File: src/rmt_regs.svh
// Constants of the radio MAC transmit, addressing and retry core
// Assumes a 20 MHz clock; included by the core before the package types
`ifndef RMT_REGS_SVH
`define RMT_REGS_SVH
`define RMT_CLK_PERIOD_NS 50
`define RMT_TICK_TIME_US 1000
`define RMT_TICK_CYCLES (`RMT_TICK_TIME_US * 1000 / `RMT_CLK_PERIOD_NS)
`define RMT_BACKOFF_TIME_US 320
`define RMT_BACKOFF_CYCLES (`RMT_BACKOFF_TIME_US * 1000 / `RMT_CLK_PERIOD_NS)
`define RMT_ACK_WAIT_TIME_US 864
`define RMT_ACK_WAIT_CYCLES (`RMT_ACK_WAIT_TIME_US * 1000 / `RMT_CLK_PERIOD_NS)
`define RMT_ACK_RETRIES 2'h3
`define RMT_CCA_RETRIES 2'h2
`define RMT_ADDR_LIMIT 16'hFFFE
`define RMT_BCAST_SHORT 16'hFFFF
`define RMT_BCAST_LOW 32'h0000FFFF
`define RMT_BCAST_HIGH 32'h00000000
`define RMT_ASSOC_SHORT 16'hFFFE
`define RMT_PIN_POLL_BIT 3
`define RMT_PEND_SLOTS 2
`define RMT_LFSR_SEED 16'hACE1
`endif
File: src/rmt_pkg.sv
// Types shared by the radio MAC core and its testbench
// Assumes the constants header is compiled alongside
package rmt_pkg;
  typedef struct packed {
    logic src_long;
    logic [63:0] src;
    logic dst_long;
    logic [63:0] dst;
    logic bcast;
    logic ack_req;
  } rmt_hdr_s;
  typedef struct packed {
    logic ok;
    logic ack_fail;
    logic cca_fail;
  } rmt_stat_s;
  typedef enum logic [2:0] {M_IDLE, M_TX, M_RX, M_SLEEP, M_CMD} rmt_mode_e;
  typedef enum logic [2:0] {T_IDLE, T_BACKOFF, T_CCA, T_SEND, T_WAIT, T_ACK} rmt_tx_e;
endpackage : rmt_pkg

File: src/rmt_mac.sv
// Radio MAC core: addressing, delivery, held packets, channel check
// Assumes radio and host logic on the same clock; config ports are static
`timescale 1ns/1ps
`default_nettype none
`include "rmt_regs.svh"
module rmt_mac #(
  parameter int TICK_CYCLES = `RMT_TICK_CYCLES,
  parameter int BACKOFF_CYCLES = `RMT_BACKOFF_CYCLES,
  parameter int ACK_WAIT_CYCLES = `RMT_ACK_WAIT_CYCLES,
  parameter int PEND_SLOTS = `RMT_PEND_SLOTS
) (
  input wire logic clk,
  input wire logic rst_n,
  input wire logic [15:0] short_source_address,
  input wire logic [31:0] destination_high,
  input wire logic [31:0] destination_low,
  input wire logic [31:0] serial_number_high,
  input wire logic [31:0] serial_number_low,
  input wire logic [15:0] cyclic_sleep_period,
  input wire logic [15:0] idle_time_before_sleep,
  input wire logic [7:0] clear_channel_threshold,
  input wire logic [2:0] backoff_exponent,
  input wire logic [1:0] mac_mode_select,
  input wire logic [2:0] retry_count,
  input wire logic [7:0] end_device_association_cfg,
  input wire logic force_poll_command,
  input wire logic is_coordinator,
  input wire logic beacon_timing,
  input wire logic beacon_tick,
  input wire logic associated,
  input wire logic cyclic_wake,
  input wire logic pin_wake,
  input wire logic sleep_cond,
  input wire logic cmd_seq_detect,
  input wire logic cmd_exit,
  input wire logic tx_req,
  output logic tx_ready,
  input wire logic rf_rx_valid,
  input wire rmt_pkg::rmt_hdr_s rx_hdr,
  input wire logic rf_poll_rx,
  output logic rx_accept,
  output logic rf_ack_send,
  input wire logic [7:0] ed_level,
  input wire logic ed_valid,
  output logic cca_req,
  output logic rf_tx_start,
  output var rmt_pkg::rmt_hdr_s tx_hdr,
  input wire logic rf_tx_done,
  input wire logic rf_ack_rx,
  output logic tx_done,
  output var rmt_pkg::rmt_stat_s tx_status,
  output logic poll_req,
  output var rmt_pkg::rmt_mode_e mode,
  output logic [PEND_SLOTS-1:0] pend_valid
);
  localparam int CW = 20;
  initial begin
    if (PEND_SLOTS < 1 || PEND_SLOTS > 2 || TICK_CYCLES < 1 || BACKOFF_CYCLES < 1
        || ACK_WAIT_CYCLES < 1 || TICK_CYCLES >= 2**CW || BACKOFF_CYCLES >= 2**CW
        || ACK_WAIT_CYCLES >= 2**CW)
      $error("rmt_mac: parameter out of range");
  end

  function automatic logic short_ok(input logic [15:0] a);
    return a < `RMT_ADDR_LIMIT;
  endfunction : short_ok

  // ----------------------------------------------------------------
  // Address forming
  // ----------------------------------------------------------------
  logic assoc;
  logic next_assoc;
  logic [15:0] my_short;
  logic [63:0] serial;
  rmt_pkg::rmt_hdr_s new_hdr;
  assign my_short = assoc ? `RMT_ASSOC_SHORT : short_source_address;
  assign serial = {serial_number_high, serial_number_low};
  always_comb begin
    new_hdr = '0;
    new_hdr.src_long = !short_ok(my_short);
    new_hdr.src = new_hdr.src_long ? serial : {48'h0, my_short};
    new_hdr.bcast = destination_low == `RMT_BCAST_LOW && destination_high == `RMT_BCAST_HIGH;
    // destination field
    // Broadcast goes out as the short 0xFFFF address every receiver filters on
    new_hdr.dst_long = !new_hdr.bcast
      && !(destination_high == 32'h0 && destination_low < {16'h0, `RMT_ADDR_LIMIT});
    new_hdr.dst = new_hdr.dst_long ? {destination_high, destination_low}
                                   : {48'h0, destination_low[15:0]};
    new_hdr.ack_req = !new_hdr.bcast;
  end

  // ----------------------------------------------------------------
  // Receive filter
  // ----------------------------------------------------------------
  logic rx_bc;
  logic rx_hit;
  logic next_ack;
  assign rx_bc = !rx_hdr.dst_long && rx_hdr.dst[15:0] == `RMT_BCAST_SHORT;
  assign rx_hit = rx_bc
    || (!rx_hdr.dst_long && short_ok(my_short) && rx_hdr.dst[15:0] == my_short)
    || (rx_hdr.dst_long && rx_hdr.dst == serial);
  assign rx_accept = rf_rx_valid && rx_hit;
  assign next_ack = rx_accept && !rx_bc;

  // ----------------------------------------------------------------
  // Tick, random source, poll and misc flops
  // ----------------------------------------------------------------
  logic [CW-1:0] tick_cnt;
  logic [CW-1:0] next_tick_cnt;
  logic tick;
  logic next_tick;
  logic [15:0] lfsr;
  logic [15:0] next_lfsr;
  logic next_poll;
  always_comb begin
    next_tick = tick_cnt == '0;
    next_tick_cnt = next_tick ? CW'(TICK_CYCLES - 1) : tick_cnt - 1'b1;
    next_lfsr = {lfsr[14:0], lfsr[15] ^ lfsr[13] ^ lfsr[12] ^ lfsr[10]};
    next_assoc = assoc || associated;
    next_poll = !is_coordinator && (cyclic_wake || force_poll_command
      || (pin_wake && end_device_association_cfg[`RMT_PIN_POLL_BIT]));
  end
  always_ff @(posedge clk or negedge rst_n) begin
    if (!rst_n) begin
      tick_cnt <= '0;
      tick <= 1'b0;
      lfsr <= `RMT_LFSR_SEED;
      assoc <= 1'b0;
      poll_req <= 1'b0;
      rf_ack_send <= 1'b0;
    end else begin
      tick_cnt <= next_tick_cnt;
      tick <= next_tick;
      lfsr <= next_lfsr;
      assoc <= next_assoc;
      poll_req <= next_poll;
      rf_ack_send <= next_ack;
    end
  end

  // ----------------------------------------------------------------
  // Direct window after end device traffic
  // ----------------------------------------------------------------
  logic aw_v;
  logic next_aw_v;
  logic aw_long;
  logic next_aw_long;
  logic [63:0] aw_addr;
  logic [63:0] next_aw_addr;
  logic [15:0] aw_cnt;
  logic [15:0] next_aw_cnt;
  logic aw_hit;
  assign aw_hit = aw_v && aw_addr == new_hdr.dst && aw_long == new_hdr.dst_long;
  always_comb begin
    next_aw_v = aw_v;
    next_aw_long = aw_long;
    next_aw_addr = aw_addr;
    next_aw_cnt = aw_cnt;
    if (aw_v && tick) begin
      if (aw_cnt == 16'h0) next_aw_v = 1'b0;
      else next_aw_cnt = aw_cnt - 16'h1;
    end
    if (is_coordinator && (rf_poll_rx || (rx_accept && !rx_bc))) begin
      next_aw_v = 1'b1;
      next_aw_long = rx_hdr.src_long;
      next_aw_addr = rx_hdr.src;
      next_aw_cnt = idle_time_before_sleep;
    end
  end
  always_ff @(posedge clk or negedge rst_n) begin
    if (!rst_n) begin
      aw_v <= 1'b0;
      aw_long <= 1'b0;
      aw_addr <= '0;
      aw_cnt <= '0;
    end else begin
      aw_v <= next_aw_v;
      aw_long <= next_aw_long;
      aw_addr <= next_aw_addr;
      aw_cnt <= next_aw_cnt;
    end
  end

  // ----------------------------------------------------------------
  // Held packet slots
  // ----------------------------------------------------------------
  logic [PEND_SLOTS-1:0] pg;
  logic [PEND_SLOTS-1:0] next_pg;
  logic [PEND_SLOTS-1:0] next_pv;
  logic [PEND_SLOTS-1:0] pl;
  logic [PEND_SLOTS-1:0] next_pl;
  logic [63:0] pd [PEND_SLOTS];
  logic [63:0] next_pd [PEND_SLOTS];
  logic [15:0] pa [PEND_SLOTS];
  logic [15:0] next_pa [PEND_SLOTS];
  logic need_ind;
  logic free_any;
  logic go_any;
  logic store;
  logic stored;
  logic age_step;
  logic [0:0] sel;
  rmt_pkg::rmt_tx_e tstate;
  // held only on coordinator with nonzero period
  assign need_ind = is_coordinator && cyclic_sleep_period != 16'h0
                    && !new_hdr.bcast && !aw_hit;
  assign free_any = !(&pend_valid);
  assign go_any = |pg;
  assign store = tx_req && tx_ready && need_ind;
  assign age_step = beacon_timing ? beacon_tick : tick;
  assign tx_ready = mode == rmt_pkg::M_TX && tstate == rmt_pkg::T_IDLE
                    && !go_any && (!need_ind || free_any);
  always_comb begin
    sel = '0;
    for (int i = PEND_SLOTS - 1; i >= 0; i--) begin
      if (pg[i]) sel = 1'(i);
    end
  end
  always_comb begin
    next_pv = pend_valid;
    next_pg = pg;
    next_pl = pl;
    next_pd = pd;
    next_pa = pa;
    stored = 1'b0;
    for (int i = 0; i < PEND_SLOTS; i++) begin
      if (pend_valid[i] && !pg[i] && age_step) begin
        if (pa[i] >= cyclic_sleep_period) next_pv[i] = 1'b0;
        else next_pa[i] = pa[i] + 16'h1;
      end
      if (pend_valid[i] && rf_poll_rx && rx_hdr.src == pd[i] && rx_hdr.src_long == pl[i])
        next_pg[i] = 1'b1;
      if (go_any && tstate == rmt_pkg::T_IDLE && sel == 1'(i)) begin
        next_pv[i] = 1'b0;
        next_pg[i] = 1'b0;
      end
      if (store && !stored && !pend_valid[i]) begin
        stored = 1'b1;
        next_pv[i] = 1'b1;
        next_pg[i] = 1'b0;
        next_pl[i] = new_hdr.dst_long;
        next_pd[i] = new_hdr.dst;
        next_pa[i] = 16'h0;
      end
    end
  end
  always_ff @(posedge clk or negedge rst_n) begin
    if (!rst_n) begin
      pend_valid <= '0;
      pg <= '0;
      pl <= '0;
      for (int i = 0; i < PEND_SLOTS; i++) begin
        pd[i] <= '0;
        pa[i] <= '0;
      end
    end else begin
      pend_valid <= next_pv;
      pg <= next_pg;
      pl <= next_pl;
      pd <= next_pd;
      pa <= next_pa;
    end
  end

  // ----------------------------------------------------------------
  // Transmit engine
  // ----------------------------------------------------------------
  rmt_pkg::rmt_tx_e next_tstate;
  rmt_pkg::rmt_hdr_s next_tx_hdr;
  rmt_pkg::rmt_stat_s next_status;
  logic next_done;
  logic [1:0] cca_left;
  logic [1:0] next_cca_left;
  logic [1:0] ack_left;
  logic [1:0] next_ack_left;
  logic [7:0] bo_per;
  logic [7:0] next_bo_per;
  logic [CW-1:0] bo_cyc;
  logic [CW-1:0] next_bo_cyc;
  logic bo_load;
  logic [1:0] cca_init;
  assign rf_tx_start = tstate == rmt_pkg::T_SEND;
  assign cca_req = tstate == rmt_pkg::T_CCA;
  assign cca_init = (mac_mode_select == 2'h0 && (tx_hdr.bcast || retry_count == 3'h0))
                    ? `RMT_CCA_RETRIES : 2'h0;
  always_comb begin
    next_tstate = tstate;
    next_tx_hdr = tx_hdr;
    next_status = tx_status;
    next_done = 1'b0;
    next_cca_left = cca_left;
    next_ack_left = ack_left;
    next_bo_per = bo_per;
    next_bo_cyc = bo_cyc;
    bo_load = 1'b0;
    unique case (tstate)
      rmt_pkg::T_IDLE: begin
        if (go_any || (tx_req && tx_ready && !need_ind)) begin
          next_tx_hdr = new_hdr;
          if (go_any) begin
            next_tx_hdr.bcast = 1'b0;
            next_tx_hdr.ack_req = 1'b1;
            next_tx_hdr.dst_long = pl[sel];
            next_tx_hdr.dst = pd[sel];
          end
          next_cca_left = 2'h3;
          next_ack_left = next_tx_hdr.bcast ? 2'h0 : `RMT_ACK_RETRIES;
          bo_load = 1'b1;
          next_tstate = rmt_pkg::T_BACKOFF;
        end
      end
      rmt_pkg::T_BACKOFF: begin
        if (cca_left == 2'h3) next_cca_left = cca_init;
        if (bo_cyc != '0) next_bo_cyc = bo_cyc - 1'b1;
        else if (bo_per == 8'h0) next_tstate = rmt_pkg::T_CCA;
        else begin
          next_bo_per = bo_per - 8'h1;
          next_bo_cyc = CW'(BACKOFF_CYCLES - 1);
        end
      end
      rmt_pkg::T_CCA: begin
        if (ed_valid && ed_level > clear_channel_threshold) begin
          if (cca_left != 2'h0) begin
            next_cca_left = cca_left - 2'h1;
            bo_load = 1'b1;
            next_tstate = rmt_pkg::T_BACKOFF;
          end else begin
            next_done = 1'b1;
            next_status = '{ok: 1'b0, ack_fail: 1'b0, cca_fail: 1'b1};
            next_tstate = rmt_pkg::T_IDLE;
          end
        end else if (ed_valid) next_tstate = rmt_pkg::T_SEND;
      end
      rmt_pkg::T_SEND: next_tstate = rmt_pkg::T_WAIT;
      rmt_pkg::T_WAIT: begin
        if (rf_tx_done && tx_hdr.bcast) begin
          next_done = 1'b1;
          next_status = '{ok: 1'b1, ack_fail: 1'b0, cca_fail: 1'b0};
          next_tstate = rmt_pkg::T_IDLE;
        end else if (rf_tx_done) begin
          next_bo_cyc = CW'(ACK_WAIT_CYCLES - 1);
          next_tstate = rmt_pkg::T_ACK;
        end
      end
      rmt_pkg::T_ACK: begin
        if (rf_ack_rx) begin
          next_done = 1'b1;
          next_status = '{ok: 1'b1, ack_fail: 1'b0, cca_fail: 1'b0};
          next_tstate = rmt_pkg::T_IDLE;
        end else if (bo_cyc != '0) next_bo_cyc = bo_cyc - 1'b1;
        else if (ack_left != 2'h0) begin
          next_ack_left = ack_left - 2'h1;
          next_cca_left = 2'h3;
          bo_load = 1'b1;
          next_tstate = rmt_pkg::T_BACKOFF;
        end else begin
          next_done = 1'b1;
          next_status = '{ok: 1'b0, ack_fail: 1'b1, cca_fail: 1'b0};
          next_tstate = rmt_pkg::T_IDLE;
        end
      end
    endcase
    // random backoff, none at exponent zero
    if (bo_load) begin
      next_bo_per = lfsr[7:0] & ((8'h01 << backoff_exponent) - 8'h01);
      next_bo_cyc = '0;
    end
  end
  always_ff @(posedge clk or negedge rst_n) begin
    if (!rst_n) begin
      tstate <= rmt_pkg::T_IDLE;
      tx_hdr <= '0;
      tx_status <= '0;
      tx_done <= 1'b0;
      cca_left <= '0;
      ack_left <= '0;
      bo_per <= '0;
      bo_cyc <= '0;
    end else begin
      tstate <= next_tstate;
      tx_hdr <= next_tx_hdr;
      tx_status <= next_status;
      tx_done <= next_done;
      cca_left <= next_cca_left;
      ack_left <= next_ack_left;
      bo_per <= next_bo_per;
      bo_cyc <= next_bo_cyc;
    end
  end

  // ----------------------------------------------------------------
  // Operating mode
  // ----------------------------------------------------------------
  rmt_pkg::rmt_mode_e next_mode;
  always_comb begin
    next_mode = mode;
    unique case (mode)
      rmt_pkg::M_IDLE: begin
        if (tx_req || go_any) next_mode = rmt_pkg::M_TX;
        else if (rf_rx_valid) next_mode = rmt_pkg::M_RX;
        else if (cmd_seq_detect) next_mode = rmt_pkg::M_CMD;
        else if (sleep_cond) next_mode = rmt_pkg::M_SLEEP;
      end
      rmt_pkg::M_TX: begin
        if (tstate == rmt_pkg::T_IDLE && !tx_req && !go_any) next_mode = rmt_pkg::M_IDLE;
      end
      rmt_pkg::M_RX: next_mode = rmt_pkg::M_IDLE;
      rmt_pkg::M_SLEEP: if (!sleep_cond) next_mode = rmt_pkg::M_IDLE;
      rmt_pkg::M_CMD: if (cmd_exit) next_mode = rmt_pkg::M_IDLE;
      default: next_mode = rmt_pkg::M_IDLE;
    endcase
  end
  always_ff @(posedge clk or negedge rst_n) begin
    if (!rst_n) mode <= rmt_pkg::M_IDLE;
    else mode <= next_mode;
  end

  // ----------------------------------------------------------------
  // Checks
  // ----------------------------------------------------------------
  logic [2:0] sends;
  always_ff @(posedge clk or negedge rst_n) begin
    if (!rst_n) sends <= '0;
    else if (tstate == rmt_pkg::T_IDLE) sends <= '0;
    else if (rf_tx_start) sends <= sends + 3'h1;
  end
  chk_send_count: assert property (@(posedge clk) disable iff (!rst_n)
    sends <= 3'h4) else $error("more than four sends of one packet");
  chk_bcast_no_ack: assert property (@(posedge clk) disable iff (!rst_n)
    tstate == rmt_pkg::T_WAIT && tx_hdr.bcast && rf_tx_done |=> tstate == rmt_pkg::T_IDLE && tx_done)
    else $error("broadcast waited for ack");
  chk_short_src: assert property (@(posedge clk) disable iff (!rst_n)
    rf_tx_start && !assoc && short_source_address < 16'hFFFE |-> !tx_hdr.src_long)
    else $error("short source not used");
  chk_store_coord: assert property (@(posedge clk) disable iff (!rst_n)
    store |-> is_coordinator && cyclic_sleep_period != 16'h0) else $error("bad hold");
  chk_rx_bcast: assert property (@(posedge clk) disable iff (!rst_n)
    rf_rx_valid && !rx_hdr.dst_long && rx_hdr.dst[15:0] == 16'hFFFF |-> rx_accept ##1 !rf_ack_send)
    else $error("broadcast handling wrong");
  chk_busy_channel: assert property (@(posedge clk) disable iff (!rst_n)
    cca_req && ed_valid && ed_level > clear_channel_threshold |=> !rf_tx_start)
    else $error("sent on busy channel");
  chk_ack_fail: assert property (@(posedge clk) disable iff (!rst_n)
    tx_done && tx_status.ack_fail |-> $past(tstate) == rmt_pkg::T_ACK && $past(ack_left) == 2'h0)
    else $error("ack failure without exhausted retries");
  chk_idle_tx: assert property (@(posedge clk) disable iff (!rst_n)
    mode == rmt_pkg::M_IDLE && tx_req |=> mode == rmt_pkg::M_TX) else $error("no transmit mode");
  chk_poll: assert property (@(posedge clk) disable iff (!rst_n)
    !is_coordinator && force_poll_command |=> poll_req) else $error("force poll missed");
endmodule : rmt_mac
`default_nettype wire

File: config.mk
export PLATFORM = sky130hd
export DESIGN_NAME = rmt_mac
export DESIGN_NICKNAME = d
export VERILOG_FILES = /design/src/rmt_pkg.sv /design/src/rmt_mac.sv
export VERILOG_INCLUDE_DIRS = /design/src
export SDC_FILE = /design/constraint.sdc
export NUM_CORES = 1
export LEC_CHECK = 0
export ABC_AREA = 1
export BUFFER_PORTS_ARGS = -buffer_cell sky130_fd_sc_hd__buf_2
export CAP_MARGIN = 20
export CORE_ASPECT_RATIO = 1.75
export CORE_MARGIN = 3
export CORE_UTILIZATION = 45
export CTS_BUF_LIST = sky130_fd_sc_hd__clkbuf_4
export DETAILED_ROUTE_END_ITERATION = 8
export GPL_ROUTABILITY_DRIVEN = 0
export PLACE_DENSITY = 0.72
export SYNTH_ARGS = -nofsm -noshare
export SYNTH_HDL_FRONTEND = slang
export SYNTH_SLANG_ARGS = --single-unit
export TNS_END_PERCENT = 10
File: constraint.sdc
create_clock -name clk -period 2.2 [get_ports clk]
set_input_delay 0.22 -clock clk [delete_from_list [all_inputs] [get_ports clk]]
set_output_delay 0.22 -clock clk [all_outputs]
set_load 0.05 [all_outputs]
Yosys cells after proc, flatten, opt, wreduce, memory -nomap -nowiden:

Cells that the tools add are included.

* bits in registers: 462
* latch bits: 0
* memory bits (writable): 0
* bits in read-only memories: 0
* input port bits: 358
* output and inout port bits: 147
* word-level logic and storage cells: 331
* memories: 0

* add/sub/neg operators: 9
* multiply operators: 0
* div/mod/pow operators: 0
* order comparisons: 7
* equal/unequal tests: 48
* shift operators: 1
* multiplexer cells: 110
* bitwise operators: 6
* reductions and logical operators: 114

Operator list (number)
* $mux 64: 5
* $eq 64x64->1: 4
* $mux 67: 3
* $mux 16: 10
* $mux 20: 8
* $mux 3: 22
* $pmux 20 s3: 1
* $logic_and 1x1->1: 45
* $sub 20x1->20 const B: 2
* $mux 1: 37
* $add 16x1->16 const B: 2
* $eq 32x16->1 const B: 1
* $ge 16x16->1: 2
* $logic_not 32->1: 1
* $lt 32x16->1 const B: 1
* $mux 8: 4
* $mux 2: 13
* $ne 2x2->1 const B: 12
* $ne 3x3->1 const B: 7
* $reduce_bool 3->1: 7
* $logic_not 20->1: 1
* $reduce_bool 20->1: 1
* $pmux 3 s6: 1
* $reduce_and 6->1: 3
* other kinds (43): 102

Logic depth before layout (Yosys ltp):

* word-level depth: 22
* gate-level depth with buffers: 19
* mapped depth without buffers: 18

Least setup slack after synthesis:

OpenSTA, ideal clock, no wires.

* path kind: flip-flop to flip-flop
* from: reg tstate[2]
* to: reg tstate[2]
* setup time: 0.077 ns
* data arrival time: 2.274 ns
* data required time: 2.123 ns
* path slack: -0.151 ns
* cell stages (with the launch flop): 11
* buffers on the path: 0
* clock period less this slack: 2.351 ns
* path through: dfrtp_1 > nor2_1 > inv_1 > nor2_1 > inv_1 > or2_2 > nand3_1 > a21oi_1 > nand2_1 > nor2_1 > a21oi_1

* elaborated cells on any way between the ends: 20
* classes of those cells: eq/ne: 11; mux: 1; reduce/logical: 8

RTL lines
* start, declared: line rmt_mac.sv:203 `rmt_pkg::rmt_tx_e tstate;`
* start signal, assigned: line rmt_mac.sv:371 `tstate <= rmt_pkg::T_IDLE;`
* start signal, assigned: line rmt_mac.sv:380 `tstate <= next_tstate;`
* $eq 3x2->1 (*)
* named net cca_req: line rmt_mac.sv:45 `output logic cca_req,`
* $ne 3x2->1 (no line)
* $reduce_and 6->1 (no line)

Mark *: on every way through the listed nets, which the timed path passes. The rest lies on a longest branch.
A chain may end at the register's enable or synchronous reset.

Worst setup path after layout:

* from: reg assoc
* to: out rx_accept

* longest elaborated chain between the ends: 7
* elaborated cells on any way between the ends: 8
* classes of those cells: order compare: 1; eq/ne: 1; mux: 1; reduce/logical: 5

Ends and longest elaborated chain
* start, declared: line rmt_mac.sv:71 `logic assoc;`
* start signal, assigned: line rmt_mac.sv:135 `assoc <= next_assoc;`
* $mux 16 (*): line rmt_mac.sv:76 `` assign my_short = assoc ? `RMT_ASSOC_SHORT : short_source_address; ``
* $lt 16x16->1 (no line)
* $logic_and 1x1->1: line rmt_mac.sv:100 `|| (!rx_hdr.dst_long && short_ok(my_short) && rx_hdr.dst[15:0] == my_short)`
* $logic_and 1x1->1 (*): line rmt_mac.sv:100
* $logic_or 1x1->1 (*): line rmt_mac.sv:100
* $logic_or 1x1->1 (*): line rmt_mac.sv:101 `|| (rx_hdr.dst_long && rx_hdr.dst == serial);`
* $logic_and 1x1->1 (*): line rmt_mac.sv:102 `assign rx_accept = rf_rx_valid && rx_hit;`
* end, declared: line rmt_mac.sv:41 `output logic rx_accept,`

Mark *: on every way between the ends. The rest lies on a longest branch, timed or not.

==> run summary <==
STATUS
----------------------------------------------------------------------------------------------------
Outcome                                                                                 finished with violations
Violations in the final reports                                                         negative setup slack

GRT
----------------------------------------------------------------------------------------------------
Antenna violations before repair                                                                  28
Most used routing layer in global routing                                                       met2
Global route total overflow                                                                        0
Global routing met3 resource utilization                                                      7.806%
Largest net degree at the start of global routing                                                 69
Wire length of the first global-routing pass                                               157200 µm
GR Util met1                                                                                  33.40%
Overall Global Routing Usage                                                                  32.56%
Via count of the first global-routing pass                                                     29861
GR Util met2                                                                                  58.06%

CLOCK NETWORK
----------------------------------------------------------------------------------------------------
TritonCTS buffer count                                                                           110
Clock sink count                                                                                 462
Clock-pin slew reported for the worst setup and hold paths after clock tree synthesis        0.06 ns
Total number of H-tree levels                                                                      3
Worst-skew pair later-pin latency                                                            0.95 ns
Buffer type at the clock tree root                                                          clkbuf_4
Clock Path Buffers                                                                                 3
CTS tree                                                                                         yes

ROUTE
----------------------------------------------------------------------------------------------------
Number of detailed-routing iterations run before antenna repair                                    6
Final antenna-violating net count                                                                  0
Via-to-Cell Ratio                                                                              5.393
Detailed-route wire length                                                                 105900 µm
Residual DRC                                                                                       0
First DRT Iteration DRCs                                                                        2246
Number of vias in the routed layout                                                            29694
Post-DR wirelength/cell                                                                     19.23 µm

WORST SETUP PATH
----------------------------------------------------------------------------------------------------
Launch point of the worst reg-to-reg path                                               assoc$_DFF_PN0_
Maximum net fanout on the critical path                                                            4
Crit-path leading delay family                                                          simple AND/OR/NAND/NOR gates
CP max stage delay                                                                           0.46 ns
Flop2flop setup slack                                                                       -0.58 ns
Worst Path Class, Setup                                                                      reg2out
Setup crit end kind                                                                      output port
Required time of the worst setup path                                                        1.98 ns
Arrival time at the worst endpoint                                                           2.87 ns
Ordered list of cells on the worst path                                                 buf_4 > or2_2 > nand4_1 > nor4_1 > and2_1 > nor2_1 > nand3_1 > o21ai_2 > inv_1 > nand2_1 > nand2_2 > inv_2 > buf_8
Count of buffering cells on the critical path with inverters included                              4
Reg2reg end                                                                             aw_addr[62]$_DFFE_PN0P_
Slowest cell on the critical path                                                            dfrtp_2
Startpoint Class                                                                                flop
Register-to-Register Path Depth                                                                   17
Levels on crit path                                                                               13

RUN
----------------------------------------------------------------------------------------------------
Max-capacitance violation count                                                                    0

STA
----------------------------------------------------------------------------------------------------
Worst hold slack across all endpoints                                                     0.06886 ns
Skew final                                                                                0.07470 ns
Unrepaired setup endpoints after global routing                                                  yes
Max-slew headroom at the worst pin                                                            46.73%
Post-route minimum period                                                                   3.087 ns
Achievable clock frequency                                                                 324.0 MHz
Slew of the pin with the lowest slew margin                                                0.7990 ns
Post-route fraction of the period consumed by the critical path                               140.3%
Worst Slack Setup Final                                                                   -0.8867 ns
Number of slew-limit violations in the final report                                                0
Number of setup violations in the final report                                                   388
Final hold vios                                                                                    0

SYNTHESIS
----------------------------------------------------------------------------------------------------
Register area share after synthesis                                                           44.34%
Post-Synthesis Cell Area                                                                 0.02609 mm²
Count of warnings emitted by yosys                                                                 0
Post-synthesis net count                                                                        3820
Synth top area cells                                                                    dfrtp_1 44%, nand2_1 13%, inv_1 6.2%
Avg Inst Size Synth                                                                        7.650 µm²
Synthesized netlist cell count                                                                  3411
Share of Yosys cell area claimed by the top area cell type                                    43.54%
Number of register bits inferred by synthesis                                                    462
Unique masters post-synth                                                                         57
Cell type with the highest aggregate area in the netlist                                     dfrtp_1

PLACEMENT
----------------------------------------------------------------------------------------------------
Input/output buffers                                                                             495
Detailed Place HPWL                                                                         71940 µm
Worst setup slack after placement                                                         -0.6183 ns

FINISH
----------------------------------------------------------------------------------------------------
Number of filler instances in the final layout                                                  4618
Commonest non-fill, non-tap cell in the layout                                               nand2_1
Number of nets in the finished design                                                           5040
Final standard cell utilization of the core                                                   67.35%
Most used cells in the layout excluding fill and tap cells                              806 x nand2_1, 490 x buf_2, 453 x dfrtp_1, 419 x inv_1, 369 x buf_4
Signed area change from the synthesized netlist to the final layout                           47.98%
Proportion of layout cells with a drive suffix above 1                                        30.58%

FLOORPLAN
----------------------------------------------------------------------------------------------------
Number of cell rows                                                                              116
Die Footprint                                                                            0.06103 mm²
Die Y-Extent                                                                                324.6 µm
Area of the core region                                                                  0.05733 mm²
X dimension of the die                                                                      188.0 µm
Ports                                                                                            505
Initial standard-cell utilization of the core                                                 45.52%

HOLD PATH
----------------------------------------------------------------------------------------------------
Cell depth of the worst hold path                                                                  5
Hold Crit Class                                                                               in2reg
Startpoint of the worst hold path                                                       short_source_address[1]
End point of the worst hold path                                                        tx_hdr[68]$_DFFE_PN0P_

PWR
----------------------------------------------------------------------------------------------------
Reg power frac                                                                                 31.2%
Pwr Density                                                                              1109 mW/mm²
Clock power share                                                                              16.9%
Psw                                                                                        0.02003 W
Peak ir drop on the vdd network                                                            0.9766 mV
Proportion of power drawn by combinational gates                                               51.9%
Switching Fraction                                                                            46.78%
Internal cell power                                                                        0.02279 W
Leakage power                                                                               19.65 nW

==> layout make-up <==
| class | instances | area [µm²] | area share, % |
|---|---|---|---|
| diodes | 24 | 60.06 | 0.1555 |
| repair buffers | 1216 | 9648 | 24.99 |
| flip-flops and latches | 462 | 11570 | 29.97 |
| clock buffers | 154 | 1156 | 2.994 |
| well taps | 767 | 959.7 | 2.485 |
| multi-input cells | 2404 | 13330 | 34.51 |
| inverters | 437 | 1653 | 4.280 |
| clock inverters | 42 | 237.7 | 0.6157 |
==> worst min-delay path, stage by stage <==
cell and delay (ns):
buf_2 0.15, or2_2 0.18, o21ai_0 0.10, buf_4 0.13, o21ai_0 0.14
==> worst max path at each step <==
| stage | endpoint | startpoint |
|---|---|---|
| after floorplan | pa[13]$_DFFE_PN0P_ | pa[3]$_DFFE_PN0P_ |
| after global placement | tx_hdr[94]$_DFFE_PN0P_ | destination_high[22] |
| after detailed placement | tx_hdr[90]$_DFFE_PN0P_ | destination_high[22] |
| after CTS | rx_accept | assoc$_DFF_PN0_ |
| after global routing | rx_accept | assoc$_DFF_PN0_ |
| final | rx_accept | assoc$_DFF_PN0_ |
==> flip-flops by register name, indices dropped and copies added, names as in the netlist, 2 cells and up <==
signal / count
tick_cnt: 20
pd: 128
tx_hdr: 132
tx_status: 3
lfsr: 16
pl: 2
mode: 3
aw_cnt: 16
ack_left: 2
bo_per: 8
pa: 32
tstate: 3
pend_valid: 2
aw_addr: 64
bo_cyc: 20
cca_left: 2
pg: 2
==> layer usage <==
metal | vias up | wire length [µm]
li1 | 13711 | -
met1 | 13944 | 34850
met2 | 1583 | 53310
met3 | 442 | 9383
met4 | 14 | 8232
met5 | - | 87
==> synthesized netlist by cell type, drive strengths merged <==
cell,number
a211oi,4
a21boi,2
a21oi,113
a221oi,39
a22o,1
a22oi,1
a31oi,5
a41oi,1
and2,4
and3,5
buf,60
clkbuf,53
clkinv,3
dfrtp,454
dfstp,8
ha,51
inv,434
nand2,912
nand3,123
nand3b,9
nand4,96
nor2,272
nor3,60
nor3b,2
nor4,27
o2111ai,15
o211ai,8
o21a,2
o21ai,373
o21bai,1
o221ai,1
o22ai,64
o31ai,4
or2,40
or3,2
or4,1
xnor2,90
xor2,71
==> stage by stage <==
| stage | cell area, µm² | power, W | setup TNS [ns] | cells |
|---|---|---|---|---|
| 3_5_place_dp | 32420 | 0.03229 | -174.31 | 4974 |
| 5_1_grt | 38590 | 0.04523 | -180.94 | 5497 |
| 6_report | 38610 | 0.04282 | -125.74 | 5506 |
| 3_3_place_gp | 32420 | 0.03188 | -165.02 | 4974 |
| 4_1_cts | 37270 | 0.04104 | -81.46 | 5452 |
| 2_1_floorplan | 26100 | 0.02501 | -0.4685 | 3411 |
==> kinds of logic (layout without fill, tap and decap cells) <==
| logic type | after synthesis | in the layout | share of synthesized area, % |
|---|---|---|---|
| AOI/OAI and AO/OA | 634 | 634 | 13.69 |
| xor gates and xnor gates | 161 | 161 | 5.404 |
| adders and majority gates | 51 | 51 | 2.445 |
| buffers and inverters | 550 | 1849 | 8.712 |
| DFF | 462 | 462 | 44.34 |
| other | 0 | 24 | 0 |
| and+or+nand+nor | 1553 | 1558 | 25.40 |
==> repair_timing <==
item,in CTS,in global routing
setup endpoints to repair,419,425
hold endpoints to repair,872,1
gates cloned,12,19
resized for setup,155,248
setup buffers,11,11
hold buffers,259,1
pin swaps,19,34
==> power by group through the flow <==
stage | clock [W] | sequential [W] | combinational, W
finish | 0.00723 | 0.0134 | 0.0222
floorplan | 0 | 0.0171 | 0.00788
global placement | 0 | 0.0132 | 0.0187
global route | 0.00781 | 0.0136 | 0.0238
detailed placement | 0 | 0.0132 | 0.0191
CTS | 0.00741 | 0.0132 | 0.0205
Note: power is estimated with default switching activity, not from simulation.
